File: src/wdt_pkg.sv
// Shared constants and carriers for the watchdog timer block.
// Assumes one clock domain and a plain address/strobe register port.
package wdt_pkg;

  // ****************************************************************
  // Widths
  // ****************************************************************
  localparam int CNT_W = 15;
  localparam int PRE_W = 8;
  localparam int PSEL_W = 3;
  localparam int ADDR_W = 4;
  localparam int DATA_W = 8;
  localparam int IRQ_W = 2;

  // ****************************************************************
  // Register offsets (register index on the plain port)
  // ****************************************************************
  localparam logic [ADDR_W-1:0] ADDR_CTRL = 4'h0;
  localparam logic [ADDR_W-1:0] ADDR_IRQ_STATUS = 4'h1;
  localparam logic [ADDR_W-1:0] ADDR_IRQ_MASK = 4'h2;
  localparam logic [ADDR_W-1:0] ADDR_COUNT_LO = 4'h3;
  localparam logic [ADDR_W-1:0] ADDR_COUNT_HI = 4'h4;

  // ****************************************************************
  // Control register fields
  // ****************************************************************
  localparam int FLAG_BIT = 7;
  localparam int RSVD_BIT = 6;
  localparam int EN_BIT = 5;
  localparam int CLR_BIT = 4;
  localparam int IDLE_BIT = 3;
  localparam int PS_LSB = 0;
  localparam logic [DATA_W-1:0] CTRL_RESET = 8'h00;
  localparam logic [DATA_W-1:0] CLR_ONLY_MASK = 8'h10;

  // ****************************************************************
  // Interrupt status fields
  // ****************************************************************
  localparam int IRQ_OVF_BIT = 0;
  localparam int IRQ_PROT_BIT = 1;
  localparam logic [IRQ_W-1:0] IRQ_RESET = 2'h0;

  // ****************************************************************
  // Counter constants
  // ****************************************************************
  localparam logic [CNT_W-1:0] CNT_ZERO = 15'h0000;
  localparam logic [CNT_W-1:0] CNT_ONE = 15'h0001;
  localparam logic [CNT_W-1:0] CNT_ALL_ONES = 15'h7FFF;
  localparam logic [PRE_W-1:0] PRE_ZERO = 8'h00;
  localparam logic [PRE_W-1:0] PRE_ONE = 8'h01;
  localparam logic [PRE_W-1:0] PRE_MASK_SEED = 8'hFE;
  localparam logic [DATA_W-1:0] RDATA_IDLE = 8'h00;

  typedef enum logic {
    BOOT_LOAD,
    BOOT_RUN
  } boot_state_e;

  typedef struct packed {
    logic soft_write_protect_fuse;
    logic nonstop_fuse;
    logic hw_enable_fuse;
    logic fused_idle_run;
    logic fused_prescale_2;
    logic fused_prescale_1;
    logic fused_prescale_0;
  } fuse_s;

  typedef struct packed {
    logic watchdog_reset_flag;
    logic watchdog_enable;
    logic counter_clear;
    logic idle_run_select;
    logic [PSEL_W-1:0] prescale_sel;
  } ctrl_s;

  typedef struct packed {
    logic [ADDR_W-1:0] addr;
    logic [DATA_W-1:0] wdata;
    logic wr;
    logic rd;
  } bus_req_s;

endpackage

File: src/wdt_prescaler.sv
// Selectable-tap prescaler feeding the watchdog time base.
// Assumes step is a one-cycle enable and clr wins over step.
`timescale 1ns/1ps
module wdt_prescaler
  import wdt_pkg::*;
(
  input wire logic clk,
  input wire logic rst,
  input wire logic clr,
  input wire logic step,
  input wire logic [wdt_pkg::PSEL_W-1:0] sel,
  output logic tick
);

  logic [PRE_W-1:0] pre_ff;
  logic [PRE_W-1:0] nxt_pre;
  logic [PRE_W-1:0] tap_mask;

  // Low sel+1 bits all ones means the divide ratio two to the sel+1 is reached
  assign tap_mask = ~(PRE_MASK_SEED << sel);
  assign tick = step && ((pre_ff & tap_mask) == tap_mask);

  always_comb
  begin
    nxt_pre = pre_ff;
    if (clr)
    begin
      nxt_pre = PRE_ZERO;
    end
    else if (step)
    begin
      nxt_pre = pre_ff + PRE_ONE;
    end
  end

  always_ff @(posedge clk)
  begin
    if (rst)
    begin
      pre_ff <= PRE_ZERO;
    end
    else
    begin
      pre_ff <= nxt_pre;
    end
  end

endmodule

File: src/watchdog_timer.sv
// Watchdog timer: control register, prescaled 15-bit counter, warm reset
// request on overflow, fused options and a masked interrupt.
// Assumes rst is the power-on reset; warm_rst is any later system reset.
// Assumes a plain strobe port; read data appear one cycle after the strobe.
//
// Added by the designer: the plain strobed port and the register addresses.
`timescale 1ns/1ps

// Notes on behaviour
// The watchdog is a 15-bit counter stepped by an 8-bit prescaler under one control register.
// An overflow while enabled requests a system reset.
// An overflow sets the reset flag in bit 7, which software clears by writing zero.
// Software writes zero to the reserved bit 6, which reads back as zero.
// Writing one to the enable bit 5 starts the watchdog and writing zero never clears it.
// Writing one to the clear bit 4 restarts the count from zero and the bit then self-clears.
// The idle bit 3 picks halt (0) or keep counting (1) while the processor idles.
// The prescaler select divides the time base by two to the power of code plus one.
// With the write-protect fuse set only the clear bit accepts software writes.
// With the non-stop fuse set the watchdog runs in power-down on the RC oscillator.
// With the non-stop fuse clear the watchdog stops in power-down.
// With the hardware-enable fuse set power-up enables the watchdog and loads fused settings.
// With the hardware-enable fuse clear the watchdog stays off after power-up.
// The overflow requests a warm reset, not a power-on reset.
// The warm reset does not clear the reset flag.
// Overflow happens when the counter wraps from all ones, one step per prescaler pulse.
module watchdog_timer
  import wdt_pkg::*;
(
  input wire logic clk,
  input wire logic rst,
  input wire logic warm_rst,
  input wire wdt_pkg::bus_req_s bus_req,
  output logic [wdt_pkg::DATA_W-1:0] rdata,
  input wire wdt_pkg::fuse_s fuses,
  input wire logic cpu_idle,
  input wire logic cpu_power_down,
  input wire logic rc_tick,
  output logic warm_reset_req,
  output logic irq
);

  // ****************************************************************
  // Declarations
  // ****************************************************************
  ctrl_s ctrl_ff;
  ctrl_s nxt_ctrl;
  boot_state_e boot_ff;
  boot_state_e nxt_boot;
  logic [CNT_W-1:0] cnt_ff;
  logic [CNT_W-1:0] nxt_cnt;
  logic warm_req_ff;
  logic nxt_warm_req;
  logic [IRQ_W-1:0] irq_status_ff;
  logic [IRQ_W-1:0] nxt_irq_status;
  logic [IRQ_W-1:0] irq_mask_ff;
  logic [IRQ_W-1:0] nxt_irq_mask;
  logic [DATA_W-1:0] rdata_ff;
  logic [DATA_W-1:0] nxt_rdata;
  logic [DATA_W-1:0] ctrl_view;
  logic ctrl_wr;
  logic prot_hit;
  logic run;
  logic src_step;
  logic pre_tick;
  logic pre_clr;
  logic overflow;

  // ****************************************************************
  // Control register view
  // ****************************************************************
  always_comb
  begin
    ctrl_view = CTRL_RESET;
    ctrl_view[FLAG_BIT] = ctrl_ff.watchdog_reset_flag;
    ctrl_view[RSVD_BIT] = 1'b0;
    ctrl_view[EN_BIT] = ctrl_ff.watchdog_enable;
    ctrl_view[CLR_BIT] = ctrl_ff.counter_clear;
    ctrl_view[IDLE_BIT] = ctrl_ff.idle_run_select;
    ctrl_view[PS_LSB +: PSEL_W] = ctrl_ff.prescale_sel;
  end

  assign ctrl_wr = bus_req.wr && (bus_req.addr == ADDR_CTRL);
  // A protected write that tries to change anything but the clear bit is reported
  assign prot_hit = ctrl_wr && fuses.soft_write_protect_fuse &&
                    ((bus_req.wdata & ~CLR_ONLY_MASK) != (ctrl_view & ~CLR_ONLY_MASK));

  // ****************************************************************
  // Control register and power-up fuse load
  // ****************************************************************
  always_comb
  begin
    nxt_ctrl = ctrl_ff;
    nxt_boot = boot_ff;
    nxt_ctrl.counter_clear = 1'b0;
    unique case (boot_ff)
      BOOT_LOAD:
      begin
        // Fuses are sampled the first cycle after power-on reset releases
        if (fuses.hw_enable_fuse)
        begin
          nxt_ctrl.watchdog_enable = 1'b1;
          nxt_ctrl.idle_run_select = fuses.fused_idle_run;
          nxt_ctrl.prescale_sel = {fuses.fused_prescale_2, fuses.fused_prescale_1,
                                   fuses.fused_prescale_0};
        end
        nxt_boot = BOOT_RUN;
      end
      BOOT_RUN:
      begin
        if (ctrl_wr)
        begin
          nxt_ctrl.counter_clear = bus_req.wdata[CLR_BIT];
          if (!fuses.soft_write_protect_fuse)
          begin
            if (!bus_req.wdata[FLAG_BIT])
            begin
              nxt_ctrl.watchdog_reset_flag = 1'b0;
            end
            // Enable is set-only so runaway code cannot stop the dog
            nxt_ctrl.watchdog_enable = ctrl_ff.watchdog_enable |
                                       bus_req.wdata[EN_BIT];
            nxt_ctrl.idle_run_select = bus_req.wdata[IDLE_BIT];
            nxt_ctrl.prescale_sel = bus_req.wdata[PS_LSB +: PSEL_W];
          end
        end
      end
    endcase
    if (warm_rst)
    begin
      nxt_ctrl.counter_clear = 1'b0;
    end
    // Hardware set wins over a same-cycle software clear
    if (overflow)
    begin
      nxt_ctrl.watchdog_reset_flag = 1'b1;
    end
  end

  always_ff @(posedge clk)
  begin
    if (rst)
    begin
      // Bit 6 has no storage, so the reset word skips it
      ctrl_ff <= ctrl_s'({CTRL_RESET[FLAG_BIT], CTRL_RESET[EN_BIT:PS_LSB]});
      boot_ff <= BOOT_LOAD;
    end
    else
    begin
      ctrl_ff <= nxt_ctrl;
      boot_ff <= nxt_boot;
    end
  end

  // ****************************************************************
  // Time base
  // ****************************************************************
  // Non-stop fuse moves the time base to the RC oscillator pulses
  assign src_step = fuses.nonstop_fuse ? rc_tick : 1'b1;
  // Idle and power-down only hold the step; count and prescaler keep their values
  assign run = ctrl_ff.watchdog_enable &&
               !(cpu_idle && !ctrl_ff.idle_run_select) &&
               !(cpu_power_down && !fuses.nonstop_fuse);
  assign pre_clr = warm_rst || ctrl_ff.counter_clear;

  wdt_prescaler wdt_prescaler_i (
    .clk(clk),
    .rst(rst),
    .clr(pre_clr),
    .step(run && src_step),
    .sel(ctrl_ff.prescale_sel),
    .tick(pre_tick)
  );

  // ****************************************************************
  // Counter and overflow
  // ****************************************************************
  assign overflow = !pre_clr && pre_tick && (cnt_ff == CNT_ALL_ONES);

  always_comb
  begin
    nxt_cnt = cnt_ff;
    nxt_warm_req = 1'b0;
    if (pre_clr)
    begin
      nxt_cnt = CNT_ZERO;
    end
    else if (pre_tick)
    begin
      nxt_cnt = cnt_ff + CNT_ONE;
      // Wrap to zero doubles as the restart after a bite
      nxt_warm_req = overflow;
    end
  end

  always_ff @(posedge clk)
  begin
    if (rst)
    begin
      cnt_ff <= CNT_ZERO;
      warm_req_ff <= 1'b0;
    end
    else
    begin
      cnt_ff <= nxt_cnt;
      warm_req_ff <= nxt_warm_req;
    end
  end

  // Only a warm reset is requested; power-on state is left alone
  assign warm_reset_req = warm_req_ff;

  // ****************************************************************
  // Interrupt status and mask
  // ****************************************************************
  always_comb
  begin
    nxt_irq_status = irq_status_ff;
    nxt_irq_mask = irq_mask_ff;
    if (bus_req.wr && (bus_req.addr == ADDR_IRQ_STATUS))
    begin
      nxt_irq_status = irq_status_ff & ~bus_req.wdata[IRQ_W-1:0];
    end
    if (bus_req.wr && (bus_req.addr == ADDR_IRQ_MASK))
    begin
      nxt_irq_mask = bus_req.wdata[IRQ_W-1:0];
    end
    // Events are applied last so a same-cycle clear cannot lose them
    if (overflow)
    begin
      nxt_irq_status[IRQ_OVF_BIT] = 1'b1;
    end
    if (prot_hit && (boot_ff == BOOT_RUN))
    begin
      nxt_irq_status[IRQ_PROT_BIT] = 1'b1;
    end
  end

  always_ff @(posedge clk)
  begin
    if (rst)
    begin
      irq_status_ff <= IRQ_RESET;
      irq_mask_ff <= IRQ_RESET;
    end
    else
    begin
      irq_status_ff <= nxt_irq_status;
      irq_mask_ff <= nxt_irq_mask;
    end
  end

  // Level output: stays high while any unmasked sticky bit is set
  assign irq = |(irq_status_ff & irq_mask_ff);

  // ****************************************************************
  // Read port
  // ****************************************************************
  always_comb
  begin
    nxt_rdata = RDATA_IDLE;
    if (bus_req.rd)
    begin
      unique case (bus_req.addr)
        ADDR_CTRL:
        begin
          nxt_rdata = ctrl_view;
        end
        ADDR_IRQ_STATUS:
        begin
          nxt_rdata[IRQ_W-1:0] = irq_status_ff;
        end
        ADDR_IRQ_MASK:
        begin
          nxt_rdata[IRQ_W-1:0] = irq_mask_ff;
        end
        // The count halves are not latched together; software rereads on a carry
        ADDR_COUNT_LO:
        begin
          nxt_rdata = cnt_ff[DATA_W-1:0];
        end
        ADDR_COUNT_HI:
        begin
          nxt_rdata[CNT_W-DATA_W-1:0] = cnt_ff[CNT_W-1:DATA_W];
        end
        default:
        begin
          nxt_rdata = RDATA_IDLE;
        end
      endcase
    end
  end

  always_ff @(posedge clk)
  begin
    if (rst)
    begin
      rdata_ff <= RDATA_IDLE;
    end
    else
    begin
      rdata_ff <= nxt_rdata;
    end
  end

  assign rdata = rdata_ff;

endmodule

File: config.mk
export PLATFORM = sky130hd
export DESIGN_NAME = watchdog_timer
export DESIGN_NICKNAME = d
export VERILOG_FILES = /design/src/wdt_pkg.sv /design/src/wdt_prescaler.sv /design/src/watchdog_timer.sv
export SDC_FILE = /design/constraint.sdc
export NUM_CORES = 1
export LEC_CHECK = 0
export ABC_AREA = 1
export BUFFER_PORTS_ARGS = -buffer_cell sky130_fd_sc_hd__buf_4
export CORE_MARGIN = 2
export CORE_UTILIZATION = 60
export CTS_CLUSTER_SIZE = 20
export DETAILED_ROUTE_END_ITERATION = 6
export GPL_TIMING_DRIVEN = 0
export PLACE_DENSITY = 0.87
export SLEW_MARGIN = 40
export SYNTH_ARGS = -nofsm -noshare
export SYNTH_HDL_FRONTEND = slang
export SYNTH_SLANG_ARGS = --single-unit
File: constraint.sdc
create_clock -name clk -period 2.4 [get_ports clk]
set_input_delay 0.6 -clock clk [delete_from_list [all_inputs] [get_ports clk]]
set_output_delay 0.6 -clock clk [all_outputs]
set_load 0.005 [all_outputs]
==> results.tsv, run 1 <==
stage	metric	value	unit
status	status	finished clean	
drt	drt initial violations	168	
final_layout	area of the multi-input gates	0.00136	mm2
drt	iteration count of the initial detailed-routing pass	4	
floorplanning	Die Span X	68.6	um
setup_path	FF-to-FF End	warm_reset_req	
cts	Root Buffer	clkbuf_8	
placed_design	dpl hpwl	4480	um
grt	initial antenna violation count	0	
placed_design	post-place instance area	0.00283	mm2
floorplanning	I/O pin count	37	
logic_synthesis	asr flop ratio synth	0	
cts	Worst-Skew Late Latency	300	ps
sta	Slew headroom	0.709	
setup_path	Slowest-stage cell, CP	dfxtp_1	
setup_path	Crit. End Element	primary output	
sta	f_max	0.612	GHz
final_layout	fin area	0.00293	mm2
sta	final hold vios	0	
setup_path	Top Family by Delay on Critical Path	flip-flops	
logic_synthesis	Syn Nets	395	
setup_path	Worst Setup EP	irq	
sta	actual slew at the worst max-slew pin	437	ps
floorplanning	DIE HEIGHT	68.6	um
logic_synthesis	flops & latches, synth	44	
sta	Setup Skew	12.1	ps
drt	# DRC	0	
power_and_ir_drop	P per Cell Area	501	mW/mm2
drt	DR vias/cell	5.39	
sta	# setup viols final	0	
logic_synthesis	Synth Flop Type	dfxtp_1	
drt	Routed Antenna Nets	0	
sta	RSZ-0062 raised after global routing	false	
final_layout	Nets	437	
setup_path	Crit Reg-Reg Startpoint	cnt_ff[1]	
final_layout	Area Overhead vs Synth	17.3	%
floorplanning	DIE AREA	0.00470	mm2
cts	CTS H-tree lvls	2	
sta	post-route minimum period	1630	ps
setup_path	WP buf/inv	2	
cts	Reg clk slew, reported paths	90	ps
cts	hold buffers post-CTS	0	
logic_synthesis	Post-synth EDFFs	0	
logic_synthesis	syn avg cell area	6.85	um2
sta	TNS Setup	0	ps
floorplanning	core area	0.00400	mm2
power_and_ir_drop	Worst VDD drop	385	uV
final_layout	Register Area	881	um2
grt	Remaining Overflow, GRT	0	
setup_path	critical path fanouts, max	2	
setup_path	startpoint types	flop	
cts	CTS resizes	0	
power_and_ir_drop	leakage	1.27	nW
cts	CTS buffer count	5	
setup_path	CP max stage delay	340	ps
cts	clk sink count	44	
min_path	HP Class	flop to flop	
logic_synthesis	Mapped Cells	365	
setup_path	WS Path Type	flop to primary output	
setup_path	Worst setup startpoint	irq_mask_ff[1]	
drt	total wire length	6060	um
grt	first-pass GRT wire length	9440	um
setup_path	FF-to-FF setup slack	770	ps
setup_path	crit path cell chain	inv_1 -> o22ai_1 -> buf_4	
placed_design	placed cells	450	
final_layout	n_diodes	0	
final_layout	Filler cells	319	
cts	CTS tree	done	
sta	Tcrit/Tclk final	0.681	
final_layout	Final Instance Count excl. Fillers	458	
sta	Slew Limit Fails	0	
setup_path	Crit path required time	1800	ps
grt	global-route usage over all layers	0.274	
drt	DR vias	2468	
drt	wire length per cell	13.2	um
floorplanning	Initial Util	0.625	
cts	Clock Tree Buf Depth	2	
setup_path	Crit path depth	3	
cts	Post-CTS Setup Bufs	0	
setup_path	WP data arrival	1030	ps
setup_path	R2R depth	7	
grt	vias in the first global route	2078	
logic_synthesis	sequential area share after synthesis	0.352	
floorplanning	Placement Rows	23	
logic_synthesis	synthesized cell area	0.00250	mm2
grt	largest net degree at the start of global routing	14	
run	maxcap violations	0	
placed_design	Final GP Congestion	0.895	
final_layout	share of cells above drive strength 1	0.169	
logic_synthesis	synth warn	0	
logic_synthesis	Distinct cells, synth	31	
placed_design	Port Buffers	35	
[cells in the mapped netlist (2+ instances only)]
cell type  number  area, um2
clkinv_1        2       7.51
xor2_1          9       78.8
buf_2           3       15.0
nand2_1        80        300
o21ai_0        14       70.1
inv_2           4       15.0
nor2_8          2       40.0
o21ai_1         4       20.0
nand4_1        11       68.8
nand2_2         3       18.8
nand3_1        35        175
ha_1            3       37.5
nor2_4          2       22.5
inv_1          51        191
nor4_1          2       12.5
a21oi_1        30        150
nand2_4         5       56.3
nor2_1         36        135
nor2_2          2       12.5
dfxtp_1        44        881
o221ai_1        3       26.3
nor3_1          8       40.0
o22ai_1         4       25.0
[worst reg2reg max path, delay by kind of cell (launching register included)]
kind	cells	cell delay, ps
buffers and inverters	1	80
and+or+nand+nor	5	860
adders and majority gates	1	210
DFF	1	400
[flip-flops by register name, indices dropped and copies added (netlist names)]
signal / count
boot_ff: 1
cnt_ff: 15
ctrl_ff: 7
irq_mask_ff: 2
irq_status_ff: 2
rdata: 8
warm_reset_req: 1
wdt_prescaler_i.pre_ff: 8
[cells by family (layout without fill, tap and decap cells)]
family                   after synthesis  count (layout)  share of synthesized area
AO/OA/AOI/OAI                         58              58                      0.129
XOR/XNOR                              10              10                     0.0350
adder cells (fa/ha/maj)                3               3                     0.0150
buffers and inverters                 62             105                      0.102
flip-flops                            44              44                      0.352
AND/OR/NAND/NOR                      188             188                      0.366
[layer usage]
metal	share of wire	wire length [um]	vias up	GRT usage
li1	-	-	1268	-
met1	0.45	2750	1099	0.358
met2	0.46	2770	85	0.427
met3	0.059	360	16	0.0422
met4	0.030	180	0	0.158
met5	0	0	-	0
[metrics by stage]
stage / utilization / setup slack, ps / power, W / hold slack [ps]
detailed placement: 0.706 / 535 / 0.000912 / 465
global route: 0.733 / 631 / 0.00152 / 515
CTS: 0.733 / 758 / 0.00148 / 478
finish: 0.733 / 765 / 0.00147 / 482
floorplan: - / 864 / 0.000850 / 444
global placement: 0.706 / 583 / 0.000910 / 452
[power by group]
group / internal (W) / switching (W)
logic: 0.0000590 / 0.0000921
registers: 0.000738 / 0.0000101
clock network: 0.000309 / 0.000262
[layout make-up]
class                      count  area share
buffer                         5      0.0141
clock buffer                   6      0.0247
clock inverter                 2      0.0119
inverter                      57      0.0730
multi-input combinational    259       0.465
sequential                    44       0.300
tap                           50      0.0213
timing repair buffer          35      0.0896
[how the worst min path moves through the flow]
stage	start	end	slack [ps]	cells past startpoint
6_report	wdt_prescaler_i.pre_ff[7]	wdt_prescaler_i.pre_ff[7]	480	2
5_1_grt	wdt_prescaler_i.pre_ff[7]	wdt_prescaler_i.pre_ff[7]	510	2
4_1_cts	irq_status_ff[1]	irq_status_ff[1]	480	2
3_5_place_dp	irq_status_ff[1]	irq_status_ff[1]	470	2
3_3_place_gp	wdt_prescaler_i.pre_ff[7]	wdt_prescaler_i.pre_ff[7]	450	2
2_1_floorplan	wdt_prescaler_i.pre_ff[7]	wdt_prescaler_i.pre_ff[7]	440	2
[placed cells by master, fill, tap and decap left out]
master,instances
a21oi_1,30
a22oi_2,1
buf_2,3
buf_4,35
buf_6,1
buf_8,1
bufinv_16,1
clkbuf_1,1
clkbuf_8,5
clkinv_1,2
clkinv_2,1
dfxtp_1,44
ha_1,3
inv_1,51
inv_2,4
nand2_1,80
nand2_2,3
nand2_4,5
nand3_1,35
nand3_4,1
nand4_1,11
nor2_1,36
nor2_2,2
nor2_4,2
nor2_8,2
nor3_1,8
nor3_4,1
nor4_1,2
o21a_1,1
o21ai_0,14
o21ai_1,4
o21bai_2,1
o221ai_1,3
o22ai_1,4
xnor2_1,1
xor2_1,9
Power figures use the tool's default switching activity.
==> run 2: changes to the inputs <==
Settings changed: CORE_UTILIZATION 60 to 57, PLACE_DENSITY 0.87 to 0.84.
Clock period 2.4 ns to 1.6 ns, I/O delays scaled along.
==> run 2 against run 1 <==
  * Via count increased by 2.2%
  * Count of clock-buffer cells in the layout did not move
  * Largest cell class unchanged
  * Setup slack got worse by 660 ps
  * Routed wire length is essentially flat
  * Cell count is 1.1% higher
  * Global-route usage down 2.0 points
  * First-iteration DRC count is 17% higher
==> results.tsv, run 2 (synthesized netlist as in run 1, its figures left out) <==
stage	metric	value	unit	change
sta	# setup viols final	0		unchanged
sta	Slew headroom	0.710		+0.00104
status	status	finished clean		
setup_path	startpoint types	flop		
grt	vias in the first global route	2285		+10%
drt	total wire length	6050	um	about the same
sta	Tcrit/Tclk final	0.932		
final_layout	Largest register FFs	15		unchanged
setup_path	Worst Setup EP	irq_status_ff[0]		
power_and_ir_drop	Pwr Total	0.00222	W	+51%
drt	wire length per cell	13.1	um	-1.1%
setup_path	WP data arrival	1730	ps	+700 ps
sta	Slew Limit Fails	0		unchanged
cts	Reg clk slew, reported paths	80	ps	about the same
cts	CTS H-tree lvls	2		unchanged
cts	Worst-Skew Late Latency	310	ps	about the same
setup_path	Top Family by Delay on Critical Path	simple AND/OR/NAND/NOR gates		
placed_design	Final GP Congestion	0.930		+3.9%
setup_path	Crit path required time	1840	ps	+40 ps
grt	global-route usage over all layers	0.254		-0.0197
setup_path	FF-to-FF setup slack	110	ps	-660 ps
grt	initial antenna violation count	0		unchanged
floorplanning	I/O pin count	37		unchanged
run	maxcap violations	0		unchanged
final_layout	n_diodes	0		unchanged
grt	Remaining Overflow, GRT	0		unchanged
sta	post-route minimum period	1490	ps	
placed_design	Setup WS pre-CTS	-70.2	ps	-605 ps
setup_path	R2R depth	7		unchanged
final_layout	share of cells above drive strength 1	0.185		+0.0158
sta	final hold vios	0		unchanged
drt	# DRC	0		unchanged
power_and_ir_drop	leakage	1.29	nW	+1.6%
setup_path	CP max stage delay	360	ps	+20 ps
final_layout	leading cell type in the layout, fill and taps excluded	nand2_1		
floorplanning	DIE HEIGHT	70.2	um	+2.4%
setup_path	Crit. End Element	flop		
setup_path	Crit path depth	7		+4
cts	CTS buffer count	5		unchanged
setup_path	WS Path Type	flop to flop		
drt	DR vias	2522		+2.2%
power_and_ir_drop	P per Cell Area	747	mW/mm2	+49%
min_path	WHS Path Cells	2		unchanged
setup_path	critical path fanouts, max	5		+3
setup_path	WP buf/inv	1		-1
cts	CTS tree	done		
placed_design	dpl hpwl	4530	um	+1.1%
drt	Routed Antenna Nets	0		unchanged
drt	iteration count of the initial detailed-routing pass	4		unchanged
sta	actual slew at the worst max-slew pin	435	ps	-1.56 ps
sta	post-route worst hold slack	310	ps	-172 ps
final_layout	Top reg by flops	cnt_ff		
placed_design	Port Buffers	35		unchanged
cts	Root Buffer	clkbuf_8		
cts	hold buffers post-CTS	0		unchanged
sta	RSZ-0062 raised after global routing	false		
final_layout	Area Overhead vs Synth	18.8	%	
drt	drt initial violations	197		+17%
final_layout	most frequent cells in the layout	80 x nand2_1, 51 x inv_1, 42 x dfxtp_1, 38 x buf_4		
floorplanning	DIE AREA	0.00493	mm2	+4.9%
sta	Setup Skew	8.26	ps	-3.79 ps
floorplanning	core area	0.00429	mm2	+7.4%
setup_path	Worst setup startpoint	cnt_ff[0]		
setup_path	FF-to-FF End	irq_status_ff[0]		
power_and_ir_drop	Worst VDD drop	376	uV	-2.4%
setup_path	Crit Reg-Reg Startpoint	cnt_ff[0]		
setup_path	Slowest-stage cell, CP	dfxtp_2		
final_layout	Nets	440		+0.69%
cts	Clock Tree Buf Depth	2		unchanged
floorplanning	Initial Util	0.582		-0.0428
min_path	HP Class	input port to flop		
grt	first-pass GRT wire length	10000	um	+6.4%
sta	f_max	0.671	GHz	
grt	largest net degree at the start of global routing	14		unchanged
floorplanning	Placement Rows	24		+4.3%
setup_path	crit path cell chain	ha_1 -> nand2_1 -> nor2_4 -> nand3_1 -> inv_1 -> nand4_1 -> a21oi_1		
drt	DR vias/cell	5.45		+1.1%
cts	clk sink count	44		unchanged
floorplanning	Die Span X	70.2	um	+2.4%
sta	slack of the critical path	109	ps	-656 ps
==> run 2: layout make-up <==
type	instances	area, um2
sequential	44	883
tap	52	65.1
multi-input combinational	259	1370
clock buffer	6	72.6
inverter	57	214
fill	385	1320
timing repair buffer	38	285
clock inverter	2	35.0
buffer	5	43.8
==> run 2: worst min path at each step <==
stage | startpoint | endpoint
3_3_place_gp | wdt_prescaler_i.pre_ff[7] | wdt_prescaler_i.pre_ff[7]
3_5_place_dp | wdt_prescaler_i.pre_ff[7] | wdt_prescaler_i.pre_ff[7]
4_1_cts | rst | irq_status_ff[0]
5_1_grt | warm_rst | ctrl_ff[4]
6_report | warm_rst | ctrl_ff[4]
2_1_floorplan | wdt_prescaler_i.pre_ff[7] | wdt_prescaler_i.pre_ff[7]
==> run 2: per-layer routing <==
metal / GRT usage / vias to the layer above / share of wire
met5: 0 / - / 0
met4: 0.103 / 0 / 0.027
met3: 0.0548 / 14 / 0.054
met2: 0.414 / 80 / 0.46
met1: 0.326 / 1151 / 0.46
li1: - / 1277 / -
==> run 2: through the flow <==
stage	util	std cells	instance area (um2)	setup TNS, ps
final	0.692	463	2970	0
after detailed placement	0.659	452	2830	-326
after CTS	0.684	460	2940	0
after global placement	0.659	452	2830	-273
after global routing	0.692	463	2970	0
after floorplan	-	365	2500	0
==> run 2: report_power, final <==
group	internal, W	leakage (nW)	switching (W)
clock network	0.000464	0.0552	0.000409
logic	0.0000893	0.882	0.000135
registers	0.00111	0.357	0.0000145
total	0.00166	1.29	0.000559
==> run 2: repair_timing <==
action,4_1_cts,5_1_grt
gates resized for setup,0,6
buffers inserted,0,3
endpoints found under the setup margin,0,8
